File: src/verilog/ppio_pkg.sv
package ppio_pkg;
   localparam int         PPIO_DW    = 8;
   localparam int         PPIO_AW    = 5;
   // register indices; byte address is four times the index
   localparam logic [2:0] IDX_PA     = 3'h0;
   localparam logic [2:0] IDX_PB     = 3'h1;
   localparam logic [2:0] IDX_PC     = 3'h2;
   localparam logic [2:0] IDX_CTL    = 3'h3;
   localparam logic [7:0] CW_RESET   = 8'h9B;
   localparam logic [7:0] LAT_RESET  = 8'h00;
   // control word fields
   localparam int         CW_MODE    = 7;
   localparam int         CW_AM_HI   = 6;
   localparam int         CW_AM_LO   = 5;
   localparam int         CW_A_IN    = 4;
   localparam int         CW_CU_IN   = 3;
   localparam int         CW_B_MODE  = 2;
   localparam int         CW_B_IN    = 1;
   localparam int         CW_CL_IN   = 0;
   localparam int         CW_SEL_HI  = 3;
   localparam int         CW_SEL_LO  = 1;
   localparam int         CW_VAL     = 0;
   // port c handshake line positions
   localparam int         PC_INTR_B  = 0;
   localparam int         PC_HS_B    = 1;
   localparam int         PC_STB_B   = 2;
   localparam int         PC_INTR_A  = 3;
   localparam int         PC_STB_A   = 4;
   localparam int         PC_IBF_A   = 5;
   localparam int         PC_ACK_A   = 6;
   localparam int         PC_OBF_A   = 7;
   // port c lines owned and driven by each handshake group
   localparam logic [7:0] OWN_A_IN   = 8'h38;
   localparam logic [7:0] OWN_A_OUT  = 8'hC8;
   localparam logic [7:0] OWN_A_BI   = 8'hF8;
   localparam logic [7:0] OWN_B      = 8'h07;
   localparam logic [7:0] DRV_A_IN   = 8'h28;
   localparam logic [7:0] DRV_A_OUT  = 8'h88;
   localparam logic [7:0] DRV_A_BI   = 8'hA8;
   localparam logic [7:0] DRV_B      = 8'h03;
   typedef enum logic [1:0] {PPIO_BASIC, PPIO_STROBED, PPIO_BIDIR}
      ppio_mode_t;
endpackage

File: src/verilog/ppio_hs.sv
`timescale 1ns/10ps
// one handshake group: strobed input latch and strobed output flag
module ppio_hs
   import ppio_pkg::*;
#(
   parameter int W = PPIO_DW
) (
   input  wire logic         clk,
   input  wire logic         rst_n,
   input  wire logic         clr,
   input  wire logic         in_en,
   input  wire logic         out_en,
   input  wire logic         stb_n,
   input  wire logic         ack_n,
   input  wire logic         inte_in,
   input  wire logic         inte_out,
   input  wire logic [W-1:0] din,
   input  wire logic         rd,
   input  wire logic         wr,
   output logic              ibf,
   output logic              obf,
   output logic              intr,
   output logic [W-1:0]      din_lat
);
   logic stb_q;
   logic ack_q;
   logic oack;
   logic stb_fall;
   logic ack_fall;

   always_ff @(posedge clk or negedge rst_n) begin
      if (!rst_n) begin
         stb_q <= 1'b1;
         ack_q <= 1'b1;
      end else begin
         stb_q <= stb_n;
         ack_q <= ack_n;
      end
   end

   assign stb_fall = stb_q & ~stb_n;
   assign ack_fall = ack_q & ~ack_n;

   // data follows the pins while strobe is low and holds after it rises
   always_ff @(posedge clk or negedge rst_n) begin
      if (!rst_n) begin
         din_lat <= '0;
      end else if (in_en && !stb_n) begin
         din_lat <= din;
      end
   end

   // a strobe in the same cycle as the read leaves the buffer full
   always_ff @(posedge clk or negedge rst_n) begin
      if (!rst_n) begin
         ibf <= 1'b0;
      end else if (clr) begin
         ibf <= 1'b0;
      end else if (in_en && stb_fall) begin
         ibf <= 1'b1;
      end else if (rd) begin
         ibf <= 1'b0;
      end
   end

   always_ff @(posedge clk or negedge rst_n) begin
      if (!rst_n) begin
         obf <= 1'b0;
      end else if (clr) begin
         obf <= 1'b0;
      end else if (out_en && wr) begin
         obf <= 1'b1;
      end else if (ack_fall) begin
         obf <= 1'b0;
      end
   end

   // remembers that the partner took the last output byte
   always_ff @(posedge clk or negedge rst_n) begin
      if (!rst_n) begin
         oack <= 1'b0;
      end else if (clr || wr) begin
         oack <= 1'b0;
      end else if (out_en && obf && ack_fall) begin
         oack <= 1'b1;
      end
   end

   assign intr = (in_en & inte_in & ibf & stb_n)
               | (out_en & inte_out & oack & ack_n);
endmodule

File: src/verilog/ppio_top.sv
// Added by the designer: the Avalon-MM slave port and the placing of the registers.
`timescale 1ns/10ps
// Notes on behaviour
// - basic mode: ports a, b byte wide, port c two nibbles, each in or out
// - basic outputs hold written values; basic inputs read the live pins
// - basic transfers are plain register accesses without handshake lines
// - group a and group b may run in different modes at once
// - strobed mode: each group is a byte port plus three port c lines
// - strobed handshake lines for both groups come from port c
// - strobed byte ports may be input or output, latched either way
// - strobed groups raise an interrupt request gated by a software enable
// - bidirectional mode only on group a, five port c lines, latched
// - one control write sets or clears a single port c bit
// - the port c bit set/clear drives the handshake enables
// - control word with bit 7 set selects modes, else bit set/clear
// - basic mode: bits 4, 3, 1, 0 make a, c upper, b, c lower inputs
// - bits 7, 2, 1 set make port b a strobed input
// - with port a strobed input, port c lines 6, 7 stay general
// - both groups strobed leave no spare port c line for group b
// - port c read shows handshake lines and interrupt flags
// - port c bit 5 reads high while the port a input latch is full
// - group a interrupt enable follows port c line 4 set/clear
// - group a request only while enabled and input data is waiting, or while the output enable is set and the output byte was taken
module ppio_top
   import ppio_pkg::*;
#(
   parameter int W = PPIO_DW
) (
   input  wire logic               clk,
   input  wire logic               rst_n,
   input  wire logic [PPIO_AW-1:0] avs_address,
   input  wire logic               avs_read,
   input  wire logic               avs_write,
   input  wire logic [31:0]        avs_writedata,
   input  wire logic [3:0]         avs_byteenable,
   output logic      [31:0]        avs_readdata,
   output logic                    avs_waitrequest,
   input  wire logic [W-1:0]       pa_in,
   output logic      [W-1:0]       pa_out,
   output logic      [W-1:0]       pa_oe_n,
   input  wire logic [W-1:0]       pb_in,
   output logic      [W-1:0]       pb_out,
   output logic      [W-1:0]       pb_oe_n,
   input  wire logic [7:0]         pc_in,
   output logic      [7:0]         pc_out,
   output logic      [7:0]         pc_oe_n,
   output logic                    group_a_irq_request,
   output logic                    group_b_irq_request
);
   if (W < 1 || W > PPIO_DW) begin : g_bad_width
      $error("ppio_top: W must lie between 1 and 8");
   end

   logic [1:0]   rst_sync;
   logic         rst;
   logic         ack;
   logic         wr_en;
   logic         rd_en;
   logic [2:0]   idx;
   logic [7:0]   wbyte;
   logic [7:0]   cw;
   logic [W-1:0] pa_lat;
   logic [W-1:0] pb_lat;
   logic [7:0]   pc_lat;
   ppio_mode_t   amode;
   logic         b_str;
   logic         a_in;
   logic         b_in;
   logic         mode_wr;
   logic         bit_wr;
   logic         wr_a;
   logic         wr_b;
   logic         rd_a;
   logic         rd_b;
   logic         ibf_a;
   logic         obf_a;
   logic         intr_a;
   logic         ibf_b;
   logic         obf_b;
   logic         intr_b;
   logic [W-1:0] a_ilat;
   logic [W-1:0] b_ilat;
   logic [7:0]   own;
   logic [7:0]   drv;
   logic [7:0]   sts;
   logic [7:0]   gen_in;
   logic [7:0]   pc_rd;
   logic [7:0]   rd8;
   logic         group_a_irq_enable;
   logic [7:0]   next_pc_out;
   logic [7:0]   next_pc_oe_n;
   logic [W-1:0] next_pa_oe_n;
   logic [W-1:0] next_pb_oe_n;

   function automatic ppio_mode_t dec_amode(input logic [1:0] f);
      if (f[1]) begin
         return PPIO_BIDIR;
      end else if (f[0]) begin
         return PPIO_STROBED;
      end
      return PPIO_BASIC;
   endfunction

   function automatic logic [7:0] port_rd(input logic         strobed,
                                          input logic         is_in,
                                          input logic [W-1:0] live,
                                          input logic [W-1:0] olat,
                                          input logic [W-1:0] ilat);
      logic [W-1:0] v;
      if (!strobed) begin
         v = is_in ? live : olat;
      end else begin
         v = is_in ? ilat : olat;
      end
      return 8'(v);
   endfunction

   always_ff @(posedge clk or negedge rst_n) begin
      if (!rst_n) begin
         rst_sync <= 2'h0;
      end else begin
         rst_sync <= {rst_sync[0], 1'b1};
      end
   end
   assign rst = rst_sync[1];

   // one wait state: read data is registered before waitrequest drops
   always_ff @(posedge clk or negedge rst) begin
      if (!rst) begin
         ack <= 1'b0;
      end else begin
         ack <= (avs_read | avs_write) & ~ack;
      end
   end
   assign avs_waitrequest = (avs_read | avs_write) & ~ack;
   assign idx     = avs_address[PPIO_AW-1:2];
   assign wbyte   = avs_writedata[7:0];
   assign wr_en   = avs_write & ack & avs_byteenable[0];
   assign rd_en   = avs_read & ack;
   assign mode_wr = wr_en & (idx == IDX_CTL) & wbyte[CW_MODE];
   assign bit_wr  = wr_en & (idx == IDX_CTL) & ~wbyte[CW_MODE];
   assign wr_a    = wr_en & (idx == IDX_PA);
   assign wr_b    = wr_en & (idx == IDX_PB);
   assign rd_a    = rd_en & (idx == IDX_PA);
   assign rd_b    = rd_en & (idx == IDX_PB);

   always_ff @(posedge clk or negedge rst) begin
      if (!rst) begin
         cw <= CW_RESET;
      end else if (mode_wr) begin
         cw <= wbyte;
      end
   end

   // group modes decode independently of each other
   assign amode = dec_amode(cw[CW_AM_HI:CW_AM_LO]);
   assign b_str = cw[CW_B_MODE];
   assign a_in  = cw[CW_A_IN] | (amode == PPIO_BIDIR);
   assign b_in  = cw[CW_B_IN];

   // output latches clear on every mode change
   always_ff @(posedge clk or negedge rst) begin
      if (!rst) begin
         pa_lat <= W'(LAT_RESET);
      end else if (mode_wr) begin
         pa_lat <= W'(LAT_RESET);
      end else if (wr_a) begin
         pa_lat <= avs_writedata[W-1:0];
      end
   end

   always_ff @(posedge clk or negedge rst) begin
      if (!rst) begin
         pb_lat <= W'(LAT_RESET);
      end else if (mode_wr) begin
         pb_lat <= W'(LAT_RESET);
      end else if (wr_b) begin
         pb_lat <= avs_writedata[W-1:0];
      end
   end

   // the interrupt enables live in the port c latch itself
   always_ff @(posedge clk or negedge rst) begin
      if (!rst) begin
         pc_lat <= LAT_RESET;
      end else if (mode_wr) begin
         pc_lat <= LAT_RESET;
      end else if (bit_wr) begin
         pc_lat[wbyte[CW_SEL_HI:CW_SEL_LO]] <= wbyte[CW_VAL];
      end else if (wr_en && idx == IDX_PC) begin
         pc_lat <= wbyte;
      end
   end
   assign group_a_irq_enable = pc_lat[PC_STB_A];

   ppio_hs #(
      .W (W)
   ) u_hs_a (
      .clk      (clk),
      .rst_n    (rst),
      .clr      (mode_wr),
      .in_en    ((amode != PPIO_BASIC) & a_in),
      .out_en   ((amode == PPIO_BIDIR) | (amode == PPIO_STROBED & ~a_in)),
      .stb_n    (pc_in[PC_STB_A]),
      .ack_n    (pc_in[PC_ACK_A]),
      .inte_in  (group_a_irq_enable),
      .inte_out (pc_lat[PC_ACK_A]),
      .din      (pa_in),
      .rd       (rd_a),
      .wr       (wr_a),
      .ibf      (ibf_a),
      .obf      (obf_a),
      .intr     (intr_a),
      .din_lat  (a_ilat)
   );

   ppio_hs #(
      .W (W)
   ) u_hs_b (
      .clk      (clk),
      .rst_n    (rst),
      .clr      (mode_wr),
      .in_en    (b_str & b_in),
      .out_en   (b_str & ~b_in),
      .stb_n    (pc_in[PC_STB_B]),
      .ack_n    (pc_in[PC_STB_B]),
      .inte_in  (pc_lat[PC_STB_B]),
      .inte_out (pc_lat[PC_STB_B]),
      .din      (pb_in),
      .rd       (rd_b),
      .wr       (wr_b),
      .ibf      (ibf_b),
      .obf      (obf_b),
      .intr     (intr_b),
      .din_lat  (b_ilat)
   );

   assign group_a_irq_request = intr_a;
   assign group_b_irq_request = intr_b;

   // port c: handshake lines per group, the rest general nibble io
   always_comb begin
      own = 8'h00;
      drv = 8'h00;
      case (amode)
         PPIO_STROBED: begin
            own = a_in ? OWN_A_IN : OWN_A_OUT;
            drv = a_in ? DRV_A_IN : DRV_A_OUT;
         end
         PPIO_BIDIR: begin
            own = OWN_A_BI;
            drv = DRV_A_BI;
         end
         default: begin
            own = 8'h00;
            drv = 8'h00;
         end
      endcase
      if (b_str) begin
         own = own | OWN_B;
         drv = drv | DRV_B;
      end
   end

   always_comb begin
      sts            = 8'h00;
      sts[PC_OBF_A]  = ~obf_a;
      sts[PC_ACK_A]  = pc_lat[PC_ACK_A];
      sts[PC_IBF_A]  = ibf_a;
      sts[PC_STB_A]  = group_a_irq_enable;
      sts[PC_INTR_A] = intr_a;
      sts[PC_STB_B]  = pc_lat[PC_STB_B];
      sts[PC_HS_B]   = b_in ? ibf_b : ~obf_b;
      sts[PC_INTR_B] = intr_b;
   end

   assign gen_in = {{4{cw[CW_CU_IN]}}, {4{cw[CW_CL_IN]}}};
   assign pc_rd  = (sts & own)
                 | (~own & ((gen_in & pc_in) | (~gen_in & pc_lat)));
   assign next_pc_out  = (sts & drv) | (pc_lat & ~drv);
   assign next_pc_oe_n = ~(drv | (~own & ~gen_in));

   // in bidirectional mode port a drives only while ack is held low
   always_comb begin
      next_pa_oe_n = {W{a_in}};
      if (amode == PPIO_BIDIR) begin
         next_pa_oe_n = {W{pc_in[PC_ACK_A]}};
      end
   end
   assign next_pb_oe_n = {W{b_in}};

   always_ff @(posedge clk or negedge rst) begin
      if (!rst) begin
         pc_out  <= LAT_RESET;
         pc_oe_n <= 8'hFF;
         pa_oe_n <= '1;
         pb_oe_n <= '1;
      end else begin
         pc_out  <= next_pc_out;
         pc_oe_n <= next_pc_oe_n;
         pa_oe_n <= next_pa_oe_n;
         pb_oe_n <= next_pb_oe_n;
      end
   end
   assign pa_out = pa_lat;
   assign pb_out = pb_lat;

   always_comb begin
      case (idx)
         IDX_PA:  rd8 = port_rd(amode != PPIO_BASIC, a_in, pa_in, pa_lat,
                                a_ilat);
         IDX_PB:  rd8 = port_rd(b_str, b_in, pb_in, pb_lat, b_ilat);
         IDX_PC:  rd8 = pc_rd;
         IDX_CTL: rd8 = cw;
         default: rd8 = 8'h00;
      endcase
   end

   always_ff @(posedge clk or negedge rst) begin
      if (!rst) begin
         avs_readdata <= 32'h0;
      end else if (avs_read && !ack) begin
         avs_readdata <= {24'h000000, rd8};
      end
   end
endmodule

File: config.mk
export PLATFORM = sky130hd
export DESIGN_NAME = ppio_top
export DESIGN_NICKNAME = d
export VERILOG_FILES = /design/src/verilog/ppio_pkg.sv /design/src/verilog/ppio_hs.sv /design/src/verilog/ppio_top.sv
export SDC_FILE = /design/constraint.sdc
export NUM_CORES = 1
export LEC_CHECK = 0
export ABC_AREA = 0
export BUFFER_PORTS_ARGS = -buffer_cell sky130_fd_sc_hd__clkbuf_2
export CAP_MARGIN = 10
export CORE_ASPECT_RATIO = 1.4
export CORE_MARGIN = 10
export CORE_UTILIZATION = 51
export CTS_CLUSTER_DIAMETER = 100
export DETAILED_ROUTE_END_ITERATION = 10
export PLACE_DENSITY = 0.87
export SYNTH_ARGS = -nofsm -noshare
export SYNTH_HDL_FRONTEND = slang
export SYNTH_HIERARCHICAL = 1
export SYNTH_SLANG_ARGS = --single-unit
File: constraint.sdc
create_clock -name clk -period 3.2 [get_ports clk]
set_input_delay 0.32 -clock clk [delete_from_list [all_inputs] [get_ports clk]]
set_output_delay 0.32 -clock clk [all_outputs]
set_load 0.01 [all_outputs]
# == After elaboration in Yosys (flattened, before gate mapping) ==
# Cells that the tools add are included.
# word_totals
ff_bits,93
latch_bits,0
ram_bits,0
mem_bits_ro,0
in_bits,69
out_inout_bits,83
elab_cells,163
n_memories,0
# op_classes
add_sub_neg,0
mul,0
div_mod_pow,0
n_lt_le_gt_ge,2
n_eq_ne,5
n_shift,0
muxes,46
bitwise,59
reduce_logical,29
# ops
op,n
two-way mux 8 bit,16
bitwise AND 8 bit,7
inverter 8 bit,4
bitwise OR 8 bit,4
case mux 8 bit (2 select lines),2
case mux 8 bit (4 select lines),1
bitwise AND 1 bit,30
two-way mux 1 bit,20
nonzero test 3 bit,5
logical AND 1 bit,13
nonzero test 2 bit,5
inverter 1 bit,9
bitwise mux 8 bit,1
two-way mux 2 bit,4
"== test 3 x 2 -> 1 bit, second input constant",2
bitwise OR 1 bit,5
"less-than comparator 3 x 4 -> 1 bit, second input constant",1
demux 1 bit (select 3 bit),1
"== test 3 x 1 -> 1 bit, second input constant",1
">= comparator 3 x 1 -> 1 bit, second input constant",1
zero test 1 bit,3
zero test 3 bit,1
two-way mux 3 bit,1
"== test 2 x 1 -> 1 bit, second input constant",1
other kinds (2),3

# == Depth between registers and ports, before layout ==
# logic_depth
ltp_word,15
ltp_mapped,10
mapped_depth_nobuf,9

# == Hierarchy ==
# Netlist, hierarchy kept.
# modules_own_cells
module,n_inst,cells_per_inst,area_per_inst_um2,seq_area_each_um2
ppio_top,1,397,3517.1,1519.0
ppio_hs,2,36,539.3,327.8

# == Worst setup path before layout ==
# OpenSTA, ideal clock, no wires.
# synth_timing
path_type,reg-to-reg
start,reg cw[1]
end,reg avs_readdata[0]
setup_time_ns,0.132
arrival_ns,1.855
required_time_ns,3.068
path_slack_ns,1.213
path_stages_with_launch,10
path_buffers,2
period_less_slack_ns,1.987
path_cell_list,dfstp_2 clkbuf_1 clkbuf_1 nor2_1 nand4_1 nand2_1 nand2_1 o21ai_0 a221oi_1 a31oi_1
# synth_via
elab_chain_cells,9
elab_cells_between_ends,16
cone_classes,mux (4); bitwise (12)
# synth_lines
item,line_no,rtl
from (decl),ppio_top.sv:61,logic [7:0] cw;
from (signal assigned),ppio_top.sv:151,cw <= wbyte;
inverter 1 bit,ppio_top.sv:224,".out_en (b_str & ~b_in),"
bitwise AND 1 bit,ppio_top.sv:224,
bitwise AND 1 bit (3 in series),ppio_hs.sv:90,| (out_en & inte_out & oack & ack_n);
bitwise OR 1 bit (*),ppio_hs.sv:90,
via group_b_irq_request,ppio_top.sv:48,output logic group_b_irq_request
bitwise AND 8 bit (*),ppio_top.sv:278,assign pc_rd = (sts & own)
bitwise OR 8 bit (*),ppio_top.sv:279,| (~own & ((gen_in & pc_in) | (~gen_in & pc_lat)));
case mux 8 bit (4 select lines) (*),ppio_top.sv:309,case (idx)
to (signal assigned),ppio_top.sv:323,"avs_readdata <= {24'h000000, rd8};"
to (decl),ppio_top.sv:36,"output logic [31:0] avs_readdata,"
# Mark *: on every way through the listed nets, which the timed path passes. The rest lies on a longest branch.
# A chain may end at the register's enable or synchronous reset.

# == Worst setup path in the final report ==
# layout_timing
start,reg cw[4]
end,out group_a_irq_request
# layout_via
elab_chain_cells,8
elab_cells_between_ends,12
cone_classes,bitwise (12)
# layout_lines
item,line_no,rtl
bitwise OR 1 bit (*),ppio_top.sv:158,assign a_in = cw[CW_A_IN] | (amode == PPIO_BIDIR);
inverter 1 bit,ppio_top.sv:203,".out_en ((amode == PPIO_BIDIR) | (amode == PPIO_STROBED & ~a_in)),"
bitwise AND 1 bit,ppio_top.sv:203,
bitwise OR 1 bit,ppio_top.sv:203,
bitwise AND 1 bit (3 in series),ppio_hs.sv:90,
bitwise OR 1 bit (*),ppio_hs.sv:90,
to (decl),ppio_top.sv:47,"output logic group_a_irq_request,"
# Every way passes the cells marked *; elsewhere a longest branch is shown, timed or not.

==> load_flow_metrics.sql <==
INSERT INTO impl_metrics (metric_group, metric, value, unit) VALUES
('status', 'run_status', 'complete, no violations', ''),
('worst_setup_path', 'ff_to_ff_end', 'avs_readdata[3]', ''),
('timing', 'max_slew.worst_pin.slew', '1070', 'ps'),
('synthesis', 'syn_inst', '469', ''),
('finish', 'layout.cells.most_common', 'sky130_fd_sc_hd__clkbuf_2', ''),
('clock_tree', 'cts_resized', '0', ''),
('worst_setup_path', 'setup.reg_to_reg.worst_slack', '790', 'ps'),
('timing', 'relSlewSlack', '28.6', '%'),
('detailed_routing', 'drt_pass1_iterations', '5', ''),
('worst_setup_path', 'start_kind', 'flip-flop', ''),
('finish', 'final_layout_size_suffix_gt1_share', '32.1', '%'),
('synthesis', 'avgSynthCellArea', '9.80', 'µm²'),
('clock_tree', 'cts_tree', 'done', ''),
('timing', 'period_share', '76.4', '%'),
('global_route', 'grt_use_total', '18.6', '%'),
('placement', 'finalWeightedCongestion', '0.881', ''),
('placement', 'instance_area_at_placement', '4880', 'µm²'),
('synthesis', 'yosysTopAreaCellShare', '37.0', '%'),
('finish', 'final_util', '59.7', '%'),
('detailed_routing', 'route.vias.total', '3793', ''),
('worst_setup_path', 'worstPathCellList', 'inv_1, a21oi_1, inv_1, nand4_1, nand2_1, clkbuf_2', ''),
('worst_setup_path', 'rr_worst_depth', '9', ''),
('placement', 'place_hpwl', '9410', 'µm'),
('worst_hold_path', 'hold_start', 'pc_in[4]', ''),
('worst_setup_path', 'crit_path_top_delay_cell', 'sky130_fd_sc_hd__dfstp_2', ''),
('floorplan', 'die-width', '100', 'µm'),
('finish', 'design.final.nets', '609', ''),
('detailed_routing', 'count_of_unresolved_drc_violations_after_routing', '0', ''),
('finish', 'layout.area.seq', '2180', 'µm²'),
('placement', 'io_buffer_count', '98', ''),
('floorplan', 'die-area', '13300', 'µm²'),
('clock_tree', 'cts_buffer_depth', '2', ''),
('worst_setup_path', 'worst-path-max-fanout', '19', ''),
('synthesis', 'synthDominantAreaCellType', 'sky130_fd_sc_hd__dfrtp_1', ''),
('detailed_routing', 'routed_wl', '12800', 'µm'),
('finish', 'area_growth_syn_to_layout', '13.1', '%'),
('floorplan', 'start_util', '52.8', '%'),
('synthesis', 'yosysUniqueCellTypes', '48', ''),
('finish', 'mostFrequentLayoutCells', 'sky130_fd_sc_hd__clkbuf_2, sky130_fd_sc_hd__dfrtp_1, sky130_fd_sc_hd__nand2_1', ''),
('global_route', 'largest_net_degree_at_the_start_of_global_routing', '85', ''),
('timing', 'fin_crit', '2440', 'ps'),
('clock_tree', 'clkSlewWorstSetupHoldPaths', '60', 'ps'),
('synthesis', 'flops_latches_synth', '86', ''),
('floorplan', 'rows', '40', ''),
('clock_tree', 'insertion_delay', '350', 'ps'),
('synthesis', 'asyncSetResetFlopFracSynth', '100', '%'),
('timing', 'hold-worst-slack', '122', 'ps'),
('timing', 'final_max_slew_viol_count', '0', ''),
('timing', 'setup_total_neg_slack', '0', 'ps'),
('timing', 'timing_hold_violations_final', '0', ''),
('worst_setup_path', 'critPathTopFamily', 'flip-flops', ''),
('floorplan', 'placeableCoreArea', '8710', 'µm²'),
('clock_tree', 'numCtsBuffers', '9', ''),
('synthesis', 'synth_warnings', '6', ''),
('timing', 'clock.fmax', '409', 'MHz'),
('finish', 'layout.cell_area.non_filler', '5200', 'µm²'),
('pwr', 'power.density', '715', 'nW/µm²'),
('finish', 'layout.filler_cells', '746', ''),
('floorplan', 'floorplan.die.height', '132', 'µm'),
('floorplan', 'top_level_ports', '152', ''),
('clock_tree', 'cts.htree.levels', '3', ''),
('synthesis', 'share_of_the_yosys_chip_area_belonging_to_registers', '47.3', '%'),
('finish', 'multiInputGateArea', '1990', 'µm²'),
('detailed_routing', 'drt-initial-drc-count', '375', ''),
('global_route', 'first_pass_grt_wire_length', '19700', 'µm'),
('timing', 'rsz_0062_raised_after_global_routing', 'false', ''),
('timing', 'setup_viol', '0', ''),
('worst_setup_path', 'crit_path_max_incr_delay', '720', 'ps'),
('worst_setup_path', 'r2r-start', 'cw[4]', ''),
('detailed_routing', 'detail_route.wl_per_cell', '19.6', 'µm'),
('worst_hold_path', 'min_delay_path_depth', '1', '');
power breakdown:
part	internal [µW]	switching (µW)	leakage, µW
Combinational	479	497	0.00129
Sequential	1390	284	0.00104
Clock	643	416	0.000152
layout make-up:
cell class | instances | area share, %
Inverter | 17 | 1.23
Clock buffer | 12 | 4.94
Clock inverter | 4 | 0.867
Multi-Input combinational cell | 323 | 38.3
Sequential cell | 86 | 41.9
Timing Repair Buffer | 103 | 10.2
Tap cell | 105 | 2.53
per-stage QoR:
stage	instances	setup slack (ps)
2_1_floorplan	492	659
3_3_place_gp	633	1010
3_5_place_dp	633	923
4_1_cts	650	787
5_1_grt	650	556
6_report	650	755
synth_stat cells (3+ instances only):
cell type	count
sky130_fd_sc_hd__and2_1	5
sky130_fd_sc_hd__mux2_4	16
sky130_fd_sc_hd__a221oi_1	7
sky130_fd_sc_hd__o21ai_0	24
sky130_fd_sc_hd__nand2_1	59
sky130_fd_sc_hd__mux2_2	10
sky130_fd_sc_hd__mux2i_1	17
sky130_fd_sc_hd__buf_2	10
sky130_fd_sc_hd__dfrtp_1	68
sky130_fd_sc_hd__nand2b_1	6
sky130_fd_sc_hd__a21oi_1	45
sky130_fd_sc_hd__nand4_1	4
sky130_fd_sc_hd__inv_1	15
sky130_fd_sc_hd__nor2b_1	6
sky130_fd_sc_hd__o211ai_1	11
sky130_fd_sc_hd__buf_4	41
sky130_fd_sc_hd__or2_2	4
sky130_fd_sc_hd__a31oi_1	6
sky130_fd_sc_hd__buf_6	5
sky130_fd_sc_hd__and3_1	3
sky130_fd_sc_hd__nand3_1	7
sky130_fd_sc_hd__dfstp_2	18
sky130_fd_sc_hd__nor2_1	24
sky130_fd_sc_hd__nor3_1	14
sky130_fd_sc_hd__o221ai_1	4
sky130_fd_sc_hd__clkbuf_1	8
layer usage:
metal  wire (µm)  track usage (%)
met1        4640             20.6
met2        6690             31.7
met3        1020             4.88
met4         415             8.90
met5           0                0
timing repair:
item / in CTS / in global routing
setup endpoints to repair: 0 / 0
hold buffers: 1 / 0
buffers inserted: 0 / 0
endpoints found under the hold margin: 2 / 0
sequential cells by signal, summed over array words and instances, names as in the netlist, 2 cells and up:
| name | count |
|---|---|
| cw | 8 |
| pc_lat | 8 |
| rst_sync | 2 |
| pb_out | 8 |
| pa_out | 8 |
| u_hs_a/din_lat | 8 |
| pc_out | 8 |
| pc_oe_n | 7 |
| avs_readdata | 8 |
| u_hs_b/din_lat | 8 |
how the worst max path moves through the flow:
stage,start,endpoint,slack (ps),cells after the start
floorplan,rst_sync[1],ack,660,0
global placement,cw[4],avs_readdata[3],1010,9
detailed placement,cw[4],avs_readdata[3],920,9
CTS,cw[4],group_a_irq_request,790,6
global route,cw[4],avs_readdata[3],560,9
finish,cw[4],group_a_irq_request,760,6
cell families (layout without fill, tap and decap cells):
family	Yosys count	count (layout)	synth area share (%)
buffers and inverters	83	136	11.2
muxes	43	43	11.4
and+or+nand+nor	147	147	15.7
other	2	25	0.163
DFF	86	86	47.3
AOI/OAI and AO/OA	108	108	14.2
Power figures use the tool's default switching activity.
